<file path="config.mk">
export PLATFORM = sky130hd
export DESIGN_NAME = adc_conversion_control
export DESIGN_NICKNAME = d
export VERILOG_FILES = /design/src/rtl/adc_ctrl_pkg.sv /design/src/rtl/adc_conversion_control.sv /design/src/rtl/sar_engine.sv
export SDC_FILE = /design/constraint.sdc
export NUM_CORES = 1
export LEC_CHECK = 0
export BUFFER_PORTS_ARGS = -buffer_cell sky130_fd_sc_hd__buf_2
export CAP_MARGIN = 10
export CORE_ASPECT_RATIO = 1.5
export CORE_UTILIZATION = 56
export CTS_CLUSTER_DIAMETER = 100
export DETAILED_ROUTE_END_ITERATION = 16
export PLACE_DENSITY = 0.82
export SLEW_MARGIN = 20
export SYNTH_ARGS = -nofsm -noshare
export SYNTH_HDL_FRONTEND = slang
export SYNTH_SLANG_ARGS = --single-unit
</file>
<file path="constraint.sdc">
create_clock -name clk -period 2.95 [get_ports clk]
set_clock_uncertainty 0.05 [all_clocks]
set_input_delay 0.1475 -clock clk [delete_from_list [all_inputs] [get_ports clk]]
set_output_delay 0.1475 -clock clk [all_outputs]
set_load 0.1 [all_outputs]
</file>
<file path="src/rtl/adc_ctrl_pkg.sv">
/*
 * Shared constants and types of the converter control block.
 * Assumes a 250 MHz clock that is also the device oscillator.
 */
package adc_ctrl_pkg;
	// ==========================================================
	// Register indices, byte address is four times the index
	localparam logic [9:0] IDX_INTERRUPT_CONTROL     = 10'h00B;
	localparam logic [9:0] IDX_PERIPHERAL_IRQ_FLAGS  = 10'h00C;
	localparam logic [9:0] IDX_RESULT_HIGH           = 10'h01E;
	localparam logic [9:0] IDX_CONTROL_PRIMARY       = 10'h01F;
	localparam logic [9:0] IDX_PERIPHERAL_IRQ_ENABLE = 10'h08C;
	localparam logic [9:0] IDX_REFERENCE_CONTROL     = 10'h09B;
	localparam logic [9:0] IDX_ANALOG_PIN_SELECT     = 10'h09D;
	localparam logic [9:0] IDX_RESULT_LOW            = 10'h09E;
	localparam logic [9:0] IDX_CONTROL_SECONDARY     = 10'h09F;

	// ==========================================================
	// Reset values
	localparam logic [7:0] RST_INTERRUPT_CONTROL = 8'h00;
	localparam logic [7:0] RST_IRQ_ENABLES       = 8'h00;
	localparam logic [7:0] RST_CONTROL_PRIMARY   = 8'h00;
	localparam logic [7:0] RST_REFERENCE_CONTROL = 8'h00;
	localparam logic [7:0] RST_ANALOG_PIN_SELECT = 8'hFF;
	localparam logic [7:0] RST_CONTROL_SECONDARY = 8'h00;

	// ==========================================================
	// Field positions
	localparam int GLOBAL_IRQ_ENABLE_BIT     = 7;
	localparam int PERIPHERAL_IRQ_ENABLE_BIT = 6;
	localparam int CONVERTER_IRQ_BIT         = 6;
	localparam int CLOCK_SELECT_MSB          = 7;
	localparam int CLOCK_SELECT_LSB          = 6;
	localparam int GO_BIT                    = 2;
	localparam int MODULE_ON_BIT             = 0;
	localparam int RESULT_JUSTIFY_BIT        = 7;
	localparam logic [7:0] REFERENCE_MASK    = 8'hF0;
	localparam logic [7:0] SECONDARY_MASK    = 8'hF0;

	// ==========================================================
	// Conversion clock selections and divisions
	localparam logic [1:0] CLOCK_SELECT_DIV2  = 2'h0;
	localparam logic [1:0] CLOCK_SELECT_DIV8  = 2'h1;
	localparam logic [1:0] CLOCK_SELECT_DIV32 = 2'h2;
	localparam logic [1:0] CLOCK_SELECT_RC    = 2'h3;
	localparam logic [5:0] DIV2_CLKS          = 6'h02;
	localparam logic [5:0] DIV8_CLKS          = 6'h08;
	localparam logic [5:0] DIV32_CLKS         = 6'h20;
	localparam logic [3:0] COMPARE_SPECIAL_EVENT = 4'hB;

	// ==========================================================
	// Timing
	localparam int CLK_PERIOD_PS    = 4000;
	localparam int INSTR_CYCLE_PS   = 16000;
	localparam logic [3:0] INSTR_CYCLE_CLKS = 4'(INSTR_CYCLE_PS / CLK_PERIOD_PS);

	localparam int RESULT_BITS = 12;

	typedef struct packed {
		logic                   busy;
		logic                   done;
		logic [RESULT_BITS-1:0] result;
	} sar_status_type;

	typedef enum logic [2:0] {
		CONV_IDLE  = 3'b001,
		CONV_DELAY = 3'b010,
		CONV_RUN   = 3'b100
	} conv_state_type;
endpackage

</file>
<file path="src/rtl/adc_conversion_control.sv">
/*
 * Converter control: APB register file, conversion clock, start/halt
 * sequencing, sleep handling, special event trigger and interrupt.
 * Assumes an APB master on clk; comparator and RC clock pins are asynchronous.
 */
`timescale 1ns/1ps
`default_nettype none
module adc_conversion_control
	import adc_ctrl_pkg::*;
(
	// Clock and reset
	input  wire logic                   clk,
	input  wire logic                   sys_rst,
	// APB slave
	input  wire logic                   psel,
	input  wire logic                   penable,
	input  wire logic                   pwrite,
	input  wire logic [11:0]            paddr,
	input  wire logic [31:0]            pwdata,
	output logic                        pready,
	output logic [31:0]                 prdata,
	output logic                        pslverr,
	// Core and compare unit
	input  wire logic                   sleep_active,
	input  wire logic [3:0]             compare_mode_field,
	input  wire logic                   special_event,
	output logic                        timer_counter_reset,
	output logic                        wake_request,
	output logic                        irq,
	// Analog front end
	input  wire logic                   comparator_in,
	input  wire logic                   rc_clock_in,
	output logic                        analog_power,
	output logic                        sample_switch,
	output logic [3:0]                  channel_select,
	output logic [RESULT_BITS-1:0]      dac_trial_out
);
	// ==========================================================
	// Registers
	logic [7:0]  interrupt_control_q;
	logic [7:0]  pie_q;
	logic        irq_flag_q;
	logic [7:0]  control0_q;
	logic        go_q;
	logic [7:0]  voltage_reference_control_q;
	logic [7:0]  analog_pin_select_q;
	logic [7:0]  control1_q;
	logic [7:0]  result_hi_q;
	logic [7:0]  result_lo_q;

	logic        pready_q;
	logic        pslverr_q;
	logic [31:0] prdata_q;

	logic [1:0]  cmp_sync_q;
	logic [2:0]  rc_sync_q;
	logic [5:0]  div_cnt_q;
	logic        tad_tick;
	logic [3:0]  delay_cnt_q;

	conv_state_type state_q;
	conv_state_type state_d;

	sar_status_type sar;
	logic [RESULT_BITS-1:0] dac_trial;

	logic        wr_req;
	logic        rd_done;
	logic [9:0]  idx;
	logic [7:0]  wbyte;
	logic [7:0]  rd_mux;
	logic        rd_hit;
	logic        module_on;
	logic        rc_select;
	logic        sleep_off;
	logic        powered;
	logic        trigger_start;
	logic        start_now;
	logic        conv_start;
	logic        kill;
	logic        halt;
	logic [15:0] justified;

	assign idx       = paddr[11:2];
	assign wbyte     = pwdata[7:0];
	assign wr_req    = psel && penable && pready_q && pwrite;
	assign rd_done   = psel && penable && pready_q && !pwrite;
	assign module_on = control0_q[MODULE_ON_BIT];
	assign rc_select = control0_q[CLOCK_SELECT_MSB:CLOCK_SELECT_LSB] == CLOCK_SELECT_RC;
	assign sleep_off = sleep_active && !rc_select;
	assign powered   = module_on && !sleep_off;

	// ==========================================================
	// Read multiplexer
	always_comb begin
		rd_hit = 1'b1;
		rd_mux = 8'h00;
		unique case (idx)
			IDX_INTERRUPT_CONTROL:     rd_mux = interrupt_control_q;
			IDX_PERIPHERAL_IRQ_FLAGS:  rd_mux[CONVERTER_IRQ_BIT] = irq_flag_q;
			IDX_RESULT_HIGH:           rd_mux = result_hi_q;
			IDX_CONTROL_PRIMARY: begin
				rd_mux = control0_q;
				rd_mux[GO_BIT] = go_q;
			end
			IDX_PERIPHERAL_IRQ_ENABLE: rd_mux = pie_q;
			IDX_REFERENCE_CONTROL:     rd_mux = voltage_reference_control_q;
			IDX_ANALOG_PIN_SELECT:     rd_mux = analog_pin_select_q;
			IDX_RESULT_LOW:            rd_mux = result_lo_q;
			IDX_CONTROL_SECONDARY:     rd_mux = control1_q;
			default:                   rd_hit = 1'b0;
		endcase
	end

	// ==========================================================
	// APB handshake: one wait-free access phase, answer prepared in setup
	always_ff @(posedge clk) begin
		if (sys_rst) begin
			pready_q  <= 1'b0;
			pslverr_q <= 1'b0;
			prdata_q  <= 32'h0000_0000;
		end else if (psel && !penable && !pready_q) begin
			pready_q  <= 1'b1;
			pslverr_q <= !rd_hit;
			prdata_q  <= {24'h00_0000, rd_mux};
		end else begin
			pready_q  <= 1'b0;
			pslverr_q <= 1'b0;
		end
	end

	// ==========================================================
	// Control and configuration registers
	always_ff @(posedge clk) begin
		if (sys_rst) begin
			interrupt_control_q   <= RST_INTERRUPT_CONTROL;
			pie_q      <= RST_IRQ_ENABLES;
			control0_q <= RST_CONTROL_PRIMARY;
			voltage_reference_control_q   <= RST_REFERENCE_CONTROL;
			analog_pin_select_q    <= RST_ANALOG_PIN_SELECT;
			control1_q <= RST_CONTROL_SECONDARY;
		end else if (wr_req) begin
			unique case (idx)
				IDX_INTERRUPT_CONTROL:     interrupt_control_q <= wbyte;
				IDX_PERIPHERAL_IRQ_ENABLE: pie_q <= wbyte;
				IDX_CONTROL_PRIMARY: begin
					control0_q <= wbyte;
					control0_q[GO_BIT] <= 1'b0;
				end
				IDX_REFERENCE_CONTROL:     voltage_reference_control_q <= wbyte & REFERENCE_MASK;
				IDX_ANALOG_PIN_SELECT:     analog_pin_select_q <= wbyte;
				IDX_CONTROL_SECONDARY:     control1_q <= wbyte & SECONDARY_MASK;
				default: ;
			endcase
		end
	end

	// ==========================================================
	// Result bytes: no reset branch, so any reset leaves them as they were
	assign justified = control1_q[RESULT_JUSTIFY_BIT] ?
		{4'h0, sar.result} : {sar.result, 4'h0};

	always_ff @(posedge clk) begin
		if (sar.done) begin
			result_hi_q <= justified[15:8];
			result_lo_q <= justified[7:0];
		end else if (wr_req && idx == IDX_RESULT_HIGH) begin
			result_hi_q <= wbyte;
		end else if (wr_req && idx == IDX_RESULT_LOW) begin
			result_lo_q <= wbyte;
		end
	end

	// ==========================================================
	// In-progress bit
	assign trigger_start = special_event && compare_mode_field == COMPARE_SPECIAL_EVENT;

	always_ff @(posedge clk) begin
		if (sys_rst) begin
			go_q <= 1'b0;
		end else if (trigger_start && module_on) begin
			go_q <= 1'b1;
		end else if (wr_req && idx == IDX_CONTROL_PRIMARY) begin
			go_q <= wbyte[GO_BIT] && wbyte[MODULE_ON_BIT];
		end else if (sar.done || (go_q && !powered)) begin
			go_q <= 1'b0;
		end
	end

	always_ff @(posedge clk) begin
		if (sys_rst) begin
			timer_counter_reset <= 1'b0;
		end else begin
			timer_counter_reset <= trigger_start;
		end
	end

	// ==========================================================
	// Pin synchronisers; the third stage of the RC clock feeds edge detection only
	always_ff @(posedge clk) begin
		if (sys_rst) begin
			cmp_sync_q <= 2'h0;
			rc_sync_q  <= 3'h0;
		end else begin
			cmp_sync_q <= {cmp_sync_q[0], comparator_in};
			rc_sync_q  <= {rc_sync_q[1:0], rc_clock_in};
		end
	end

	// ==========================================================
	// Conversion clock period
	always_ff @(posedge clk) begin
		if (sys_rst || state_q != CONV_RUN) begin
			div_cnt_q <= 6'h01;
		end else begin
			unique case (control0_q[CLOCK_SELECT_MSB:CLOCK_SELECT_LSB])
				CLOCK_SELECT_DIV2:  div_cnt_q <= (div_cnt_q >= DIV2_CLKS) ? 6'h01 : div_cnt_q + 6'h01;
				CLOCK_SELECT_DIV8:  div_cnt_q <= (div_cnt_q >= DIV8_CLKS) ? 6'h01 : div_cnt_q + 6'h01;
				CLOCK_SELECT_DIV32: div_cnt_q <= (div_cnt_q >= DIV32_CLKS) ? 6'h01 : div_cnt_q + 6'h01;
				CLOCK_SELECT_RC:    div_cnt_q <= 6'h01;
			endcase
		end
	end

	always_comb begin
		unique case (control0_q[CLOCK_SELECT_MSB:CLOCK_SELECT_LSB])
			CLOCK_SELECT_DIV2:  tad_tick = div_cnt_q == DIV2_CLKS;
			CLOCK_SELECT_DIV8:  tad_tick = div_cnt_q == DIV8_CLKS;
			CLOCK_SELECT_DIV32: tad_tick = div_cnt_q == DIV32_CLKS;
			CLOCK_SELECT_RC:    tad_tick = rc_sync_q[1] && !rc_sync_q[2];
		endcase
	end

	// ==========================================================
	// Conversion sequencing
	assign start_now  = go_q && powered;
	assign kill       = !powered;
	assign halt       = state_q == CONV_RUN && !go_q;
	assign conv_start = (state_q == CONV_IDLE && start_now && !rc_select) ||
		(state_q == CONV_DELAY && go_q && delay_cnt_q == INSTR_CYCLE_CLKS);

	always_comb begin
		state_d = state_q;
		unique case (state_q)
			CONV_IDLE: begin
				if (start_now) begin
					state_d = rc_select ? CONV_DELAY : CONV_RUN;
				end
			end
			CONV_DELAY: begin
				if (!start_now) begin
					state_d = CONV_IDLE;
				end else if (delay_cnt_q == INSTR_CYCLE_CLKS) begin
					state_d = CONV_RUN;
				end
			end
			CONV_RUN: begin
				if (kill || sar.done) begin
					state_d = CONV_IDLE;
				end
			end
			default: state_d = CONV_IDLE;
		endcase
	end

	always_ff @(posedge clk) begin
		if (sys_rst) begin
			state_q <= CONV_IDLE;
		end else begin
			state_q <= state_d;
		end
	end

	always_ff @(posedge clk) begin
		if (sys_rst || state_q != CONV_DELAY) begin
			delay_cnt_q <= 4'h1;
		end else begin
			delay_cnt_q <= delay_cnt_q + 4'h1;
		end
	end

	// Comparator latency of the synchroniser limits accuracy at the fastest clock
	sar_engine u_sar (
		.clk             (clk),
		.sys_rst         (sys_rst),
		.start           (conv_start),
		.halt            (halt),
		.kill            (kill),
		.tad_tick        (tad_tick),
		.comparator_high (cmp_sync_q[1]),
		.status          (sar),
		.dac_trial       (dac_trial)
	);

	// ==========================================================
	// Interrupt flag: a read clears it, a completion in the same cycle wins
	always_ff @(posedge clk) begin
		if (sys_rst) begin
			irq_flag_q <= 1'b0;
		end else if (sar.done) begin
			irq_flag_q <= 1'b1;
		end else if (rd_done && idx == IDX_PERIPHERAL_IRQ_FLAGS) begin
			irq_flag_q <= 1'b0;
		end
	end

	always_ff @(posedge clk) begin
		if (sys_rst) begin
			irq          <= 1'b0;
			wake_request <= 1'b0;
		end else begin
			irq <= irq_flag_q && pie_q[CONVERTER_IRQ_BIT] &&
				interrupt_control_q[PERIPHERAL_IRQ_ENABLE_BIT] && interrupt_control_q[GLOBAL_IRQ_ENABLE_BIT];
			wake_request <= sar.done && sleep_active && pie_q[CONVERTER_IRQ_BIT];
		end
	end

	// ==========================================================
	// Analog front end drives
	always_ff @(posedge clk) begin
		if (sys_rst) begin
			analog_power   <= 1'b0;
			sample_switch  <= 1'b0;
			channel_select <= 4'h0;
			dac_trial_out  <= '0;
		end else begin
			analog_power   <= powered;
			sample_switch  <= powered && state_q != CONV_RUN;
			channel_select <= {control0_q[1], control0_q[5:3]};
			dac_trial_out  <= dac_trial;
		end
	end

	assign pready  = pready_q;
	assign pslverr = pslverr_q;
	assign prdata  = prdata_q;
endmodule
`default_nettype wire

</file>
<file path="src/rtl/sar_engine.sv">
/*
 * Successive approximation sequencer: one setup period, then one
 * result bit per conversion clock period, most significant first.
 * Assumes tad_tick is a one-cycle pulse and comparator_high is already synchronised.
 */
`timescale 1ns/1ps
`default_nettype none
module sar_engine
	import adc_ctrl_pkg::*;
(
	// Clock and reset
	input  wire logic                   clk,
	input  wire logic                   sys_rst,
	// Control
	input  wire logic                   start,
	input  wire logic                   halt,
	input  wire logic                   kill,
	input  wire logic                   tad_tick,
	input  wire logic                   comparator_high,
	// Status
	output var sar_status_type          status,
	output logic [RESULT_BITS-1:0]      dac_trial
);
	localparam int IDX_W = $clog2(RESULT_BITS);

	logic                   busy_q;
	logic                   setup_q;
	logic                   done_q;
	logic [IDX_W-1:0]       bit_idx_q;
	logic [RESULT_BITS-1:0] resolved_q;
	logic [RESULT_BITS-1:0] result_q;
	logic [RESULT_BITS-1:0] with_bit;

	always_comb begin
		with_bit = resolved_q;
		with_bit[bit_idx_q] = comparator_high;
	end

	// ==========================================================
	// Sequencer
	always_ff @(posedge clk) begin
		done_q <= 1'b0;
		if (sys_rst || kill) begin
			busy_q     <= 1'b0;
			setup_q    <= 1'b0;
			bit_idx_q  <= '0;
			resolved_q <= '0;
		end else if (start) begin
			busy_q     <= 1'b1;
			setup_q    <= 1'b1;
			bit_idx_q  <= IDX_W'(RESULT_BITS - 1);
			resolved_q <= '0;
		end else if (busy_q && halt) begin
			busy_q   <= 1'b0;
			done_q   <= 1'b1;
			result_q <= resolved_q;
		end else if (busy_q && tad_tick) begin
			if (setup_q) begin
				setup_q <= 1'b0;
			end else begin
				resolved_q <= with_bit;
				if (bit_idx_q == '0) begin
					busy_q   <= 1'b0;
					done_q   <= 1'b1;
					result_q <= with_bit;
				end else begin
					bit_idx_q <= bit_idx_q - 1'b1;
				end
			end
		end
	end

	always_comb begin
		dac_trial = '0;
		if (busy_q && !setup_q) begin
			dac_trial = resolved_q;
			dac_trial[bit_idx_q] = 1'b1;
		end
	end

	assign status = '{busy: busy_q, done: done_q, result: result_q};
endmodule
`default_nettype wire

</file>
After elaboration in Yosys (flattened, before gate mapping)
Index checks and enable logic that the tools add are counted.
{"block": "word_totals", "mem_bits_rw": 0, "out_inout_bits": 55, "latchBits": 0, "register_bits": 137, "word_cells": 208, "romBits": 0, "in_bits": 57, "n_memories": 0}
{"block": "op_classes", "reduce_logical": 78, "shift": 0, "n_mux": 51, "div_mod_pow": 0, "magnitude_cmp": 5, "n_mul": 0, "n_addsub": 3, "bitwise": 8, "eq_ne": 31}
{"cell": "equality test 10 x 8 -> 1 bit (second input constant)", "n": 5}
{"cell": "two-way mux 12 bit", "n": 4}
{"cell": "one-hot mux 6 bit (8 select lines)", "n": 1}
{"cell": "two-way mux 8 bit", "n": 5}
{"cell": "logical AND 1 bit", "n": 33}
{"cell": "one-hot mux 6 bit (4 select lines)", "n": 1}
{"cell": "equality test 10 x 4 -> 1 bit (second input constant)", "n": 2}
{"cell": "equality test 10 x 5 -> 1 bit (second input constant)", "n": 2}
{"cell": "two-way mux 1 bit", "n": 20}
{"cell": "two-way mux 4 bit", "n": 5}
{"cell": "two-way mux 6 bit", "n": 3}
{"cell": "two-way mux 16 bit", "n": 1}
{"cell": "AND reduction 2 bit", "n": 8}
{"cell": "two-way mux 3 bit", "n": 5}
{"cell": "bitwise mux 12 bit", "n": 1}
{"cell": "OR 12 bit", "n": 1}
{"cell": "nonzero test 2 bit", "n": 6}
{"cell": "logical NOT 1 bit", "n": 10}
{"cell": "inequality test 2 bit (second input constant)", "n": 5}
{"cell": "one-hot mux 1 bit (9 select lines)", "n": 1}
{"cell": "one-hot mux 3 bit (3 select lines)", "n": 1}
{"cell": "AND reduction 3 bit", "n": 3}
{"cell": "nonzero test 3 bit", "n": 3}
{"cell": "OR reduction 9 bit", "n": 1}
{"cell": "other kinds (31)", "n": 49}

Depth between registers and ports, before layout
{"block": "logic_depth", "ltp_word": 11, "mapped_depth": 9, "depth_no_buf": 7}

Hierarchy
A second synthesis with hierarchy kept.
{"block": "hier_totals", "hier_cells": 704, "area_unflattened_um2": 6756.5}
{"mod": "adc_conversion_control", "n_inst": 1, "seq_area_each_um2": 2282.2, "cells_each": 536, "area_per_inst_um2": 5059.9}
{"mod": "sar_engine", "n_inst": 1, "seq_area_each_um2": 740.7, "cells_each": 168, "area_per_inst_um2": 1696.6}

Worst setup path before layout
OpenSTA, ideal clock, no wires.
{"block": "synth_path", "path_type": "register to register", "startpoint": "reg pready_q, in the netlist pready", "endpoint": "reg result_hi_q[0] (enable)", "path_slack_ns": 0.046, "period_less_slack_ns": 2.904, "arrival_time_ns": 2.456, "path_buffers": 0, "required_time_ns": 2.502, "setup_ns": 0.398, "stages_incl_launch_ff": 3, "path_cell_list": "dfxtp_1 -> nand4_1 -> o41ai_1"}
{"block": "synth_between", "elab_chain_len": 4}
{"item": "start, declared", "line_no": "adc_conversion_control.sv:51", "text": "logic pready_q;"}
{"item": "start signal, assigned", "line_no": "adc_conversion_control.sv:119", "text": "pready_q <= 1'b0;"}
{"item": "start signal, assigned", "line_no": "adc_conversion_control.sv:123", "text": "pready_q <= 1'b1;"}
{"item": "start signal, assigned", "line_no": "adc_conversion_control.sv:127", "text": "pready_q <= 1'b0;"}
{"item": "logical AND 1 bit (2 in a row)", "line_no": "adc_conversion_control.sv:86", "text": "assign wr_req = psel && penable && pready_q && pwrite;"}
{"item": "logical AND 1 bit", "line_no": "adc_conversion_control.sv:167", "text": "end else if (wr_req && idx == IDX_RESULT_HIGH) begin"}
{"item": "nonzero test 2 bit (no line)"}
{"item": "end signal, assigned", "line_no": "adc_conversion_control.sv:165", "text": "result_hi_q <= justified[15:8];"}
{"item": "end signal, assigned", "line_no": "adc_conversion_control.sv:168", "text": "result_hi_q <= wbyte;"}
{"item": "end, declared", "line_no": "adc_conversion_control.sv:48", "text": "logic [7:0] result_hi_q;"}
Every way passes these cells.
A chain may end at the register's enable or synchronous reset.

Final worst setup path
{"block": "layout_path", "startpoint": "reg div_cnt_q[3]", "endpoint": "reg u_sar.resolved_q[1]"}
{"block": "layout_between", "elab_chain_len": 4, "word_cells_on_any_way": 6, "classes_between": "eq/ne: 3; mux: 1; reduce/logical: 2"}
{"item": "start, declared", "line_no": "adc_conversion_control.sv:57", "text": "logic [5:0] div_cnt_q;"}
{"item": "start signal, assigned", "line_no": "adc_conversion_control.sv:217", "text": "CLOCK_SELECT_DIV2: div_cnt_q <= (div_cnt_q >= DIV2_CLKS) ? 6'h01 : div_cnt_q + 6'h01;"}
{"item": "start signal, assigned", "line_no": "adc_conversion_control.sv:218", "text": "CLOCK_SELECT_DIV8: div_cnt_q <= (div_cnt_q >= DIV8_CLKS) ? 6'h01 : div_cnt_q + 6'h01;"}
{"item": "start signal, assigned", "line_no": "adc_conversion_control.sv:219", "text": "CLOCK_SELECT_DIV32: div_cnt_q <= (div_cnt_q >= DIV32_CLKS) ? 6'h01 : div_cnt_q + 6'h01;"}
{"item": "equality test 6 bit (tied with other cells)", "line_no": "adc_conversion_control.sv:229", "text": "CLOCK_SELECT_DIV32: tad_tick = div_cnt_q == DIV32_CLKS;"}
{"item": "one-hot mux 1 bit (4 select lines) (*)", "line_no": "adc_conversion_control.sv:226", "text": "unique case (control0_q[CLOCK_SELECT_MSB:CLOCK_SELECT_LSB])"}
{"item": "logical AND 1 bit (*)", "line_no": "sar_engine.sv:57", "text": "end else if (busy_q && tad_tick) begin"}
{"item": "AND reduction 3 bit (no line) (*)"}
{"item": "end signal, assigned", "line_no": "sar_engine.sv:61", "text": "resolved_q <= with_bit;"}
{"item": "end, declared", "line_no": "sar_engine.sv:30", "text": "logic [RESULT_BITS-1:0] resolved_q;"}
Every way passes the cells marked *; elsewhere a longest branch is shown, timed or not.

==> results by group <==
Run status
  – Outcome: complete, no violations

CTS
  – TritonCTS sink count: 137
  – # Post-CTS Setup Buffers: 0
  – CTS max path bufs: 2
  – # resized after CTS: 0
  – Cts hold-fix bufs: 8
  – CTS buffer count: 17
  – # H-tree levels: 4
  – Clock latency on the worst-skew pair: 420 ps
  – Root Buffer: clkbuf_16
  – TritonCTS clock tree: built
  – Clock transition at path regs: 60 ps

Layout
  – FILL cells: about 840
  – Most common cell after layout, fill and taps aside: dfxtp_1
  – Ratio of cells with drive above 1 in the final layout: 0.169
  – Final #Nets: 794
  – Most frequent cells in the layout: 109 x dfxtp_1, 63 x nand2_1, 61 x nor2_1, 61 x buf_2, 54 x mux2i_1
  – Layout area overhead: 14.7%
  – Diode count: 0
  – Cell Count, Final, Fillers Out: 892
  – Final Instance Area: 7400 um2
  – Area occupied by multi-input gates: 3060 um2
  – FF/Latch Area: 3020 um2

Detailed routing
  – Routed vias/inst: between 5 and 6
  – Vias: 5300
  – WL final: 15.3 mm
  – Post-DR wirelength/cell: 17.2 um
  – Post-route DRC: 0
  – Post-DRT Antenna Nets: 0
  – Initial DRC count: slightly below 400
  – Drt first pass iters: 6

Timing
  – Final count of hold timing violations: 0
  – Worst-Margin Slew: 849 ps
  – Final setup fails: 0
  – Final WS setup: ~460 ps
  – Setup TNS: 0 ps
  – Crit share post-route: 0.845
  – RSZ-0062 raised after global routing: no
  – Achievable frequency: about 400 MHz
  – Slew HR: 0.429
  – Fin crit period: 2490 ps
  – Max-slew violations: 0

Power and ir drop
  – Sequential share of power: 0.462
  – Max VDD drop: 488 uV
  – Comb pwr share: 0.066
  – Overall Power: between 4000 and 5000 uW
  – Clock power share: 0.472
  – Leakage: 0.00280 uW
  – Internal: 3180 uW
  – Switching Power: 969 uW
  – Power Dens Cells: 561 nW/um2
  – Sw Share: 0.233

GRT
  – Initial antenna violation count: 0
  – First-pass GRT wire length: 24.5 mm
  – Grt ovf: 0
  – Vias in the first global route: 5042
  – GRT Overall Usage: 0.273
  – Largest net degree at the start of global routing: 52

Die
  – I/O pin count: 112
  – Core box area: between 10000 and 15000 um2
  – Horiz. Die Dim: 89.6 um
  – Num rows: 47
  – Die Height: 133 um
  – Initial Utilization: 0.580
  – Die area: 12000 um2

Worst setup path
  – Data required, critical path: between 3000 and 4000 ps
  – CP Launch Type: register
  – CP endpoint kind: register
  – CP peak stage delay: 510 ps
  – CP delay by family, top: compound AO/OA/AOI/OAI gates
  – Worst-path cell chain: or3b_1 -> a2111o_1 -> a211o_1 -> buf_4 -> o211ai_1 -> o31ai_1
  – Crit Path Class: register to register
  – Worst EP arrival: ~2700 ps
  – FF-to-FF setup slack: approximately 460 ps
  – Slowest CP cell: a2111o_1
  – CP Buf/Inv Count: 1
  – Max FO, Critical Path: 16

Placement
  – DPL Wire Length: between 10 and 15 mm
  – Post-Place Setup Slack: 550 ps
  – Placed Cells: roughly 850
  – Buffers on Ports: 61
  – Placed Area: 6770 um2
  – GP Congestion: 0.902

Yosys
  – Multiplexer area fraction after synthesis: 0.0995
  – Main synth FF type: dfxtp_1
  – FFs w/ async S/R, synth: 0
  – Post-Synthesis Cells: about 680
  – Synth Area in Compound Gates: 0.148
  – Seq/Total Area, Yosys: 0.469
  – Synth Area in XOR/XNOR: 0.00815
  – Yosys reg bits: 137
  – Post-Synth Adder-Cell Area: 0.00931
  – Syn avg cell area: 9.55 um2
  – Synth top area cells: dfxtp_1 34%, edfxtp_1 13%, mux2i_1 8.4%, nand2_1 3.7%, nor2_1 3.6%
  – Simple-Gate Fraction of Synth Area: 0.196
  – Synth top area share: 0.338
  – Largest family of logic cells by synthesized area: simple AND/OR/NAND/NOR gates
  – Area leader, netlist: dfxtp_1
  – Number of flops mapped to enable cells by yosys: 28
  – Distinct cells, synth: 72
  – Synthesis Warnings: 0
  – Mapped Area: about 6400 um2

Min path
  – Min-delay worst type: input pin to register

Run
  – MaxCap Viol Count: 0
==> final timing paths <==
check	cells after the start	from	endpoint
max	6	div_cnt_q[3]	u_sar.resolved_q[1]
min	2	sleep_active	wake_request
max reg2reg	6	div_cnt_q[3]	u_sar.resolved_q[1]
min reg2reg	1	delay_cnt_q[0]	delay_cnt_q[0]
==> worst register-to-register path, cell delays in order (launching register included) <==
cell and delay (ps):
dfxtp_1 470, or3b_1 390, a2111o_1 510, a211o_1 400, buf_4 230, o211ai_1 200
o31ai_1 100
==> stage by stage <==
stage	utilization	hold slack, ps
5_1_grt	0.665	24.9
4_1_cts	0.665	21.9
3_3_place_gp	0.609	307
3_5_place_dp	0.609	313
6_report	0.665	26.8
2_1_floorplan	-	226
==> state kept, by name, summed over array words and instances, names as in the netlist, 6 cells and up <==
name                 count
u_sar.result_q          12
analog_pin_select_q      8
div_cnt_q                6
dac_trial_out           12
result_hi_q              8
control0_q               7
u_sar.resolved_q        12
interrupt_control_q      8
result_lo_q              8
prdata                   8
pie_q                    8
==> power by group through the flow <==
stage | sequential, uW | clock (uW) | combinational [uW]
floorplan | 1960 | 0 | 233
global placement | 1960 | 0 | 260
detailed placement | 1960 | 0 | 262
CTS | 1920 | 1990 | 271
global route | 1910 | 2080 | 285
finish | 1920 | 1960 | 274
==> per-layer routing <==
layer | track usage | routed length, um
met4 | 0.180 | 801
met3 | 0.0675 | 681
met2 | 0.466 | 8110
met5 | 0 | 0
met1 | 0.287 | 5720
==> cell type report <==
| cell class | count | share of cell area |
|---|---|---|
| clock inverters | 7 | 0.00897 |
| flip-flops and latches | 137 | 0.409 |
| repair buffers | 86 | 0.0694 |
| clock buffers | 24 | 0.0653 |
| inverters | 17 | 0.00863 |
| multi-input cells | 474 | 0.414 |
| well taps | 147 | 0.0249 |
==> cell families (layout without fill, tap and decap cells) <==
family | Yosys count | count (layout)
xor gates and xnor gates | 6 | 6
buffers and inverters | 87 | 134
muxes | 63 | 63
AOI/OAI and AO/OA | 135 | 135
and+or+nand+nor | 241 | 241
other | 1 | 24
DFF | 137 | 137
adders and majority gates | 5 | 5
==> Yosys cell counts, types with 9 or more instances <==
library cell,count
a21oi_1,37
a22o_1,11
buf_4,26
clkbuf_1,31
dfxtp_1,109
edfxtp_1,28
inv_1,16
mux2_2,9
mux2i_1,54
nand2_1,63
nand3_1,24
nor2_1,61
nor2b_1,15
nor3_1,15
o211ai_1,9
o21ai_0,17
Note: power is estimated with default switching activity, not from simulation.
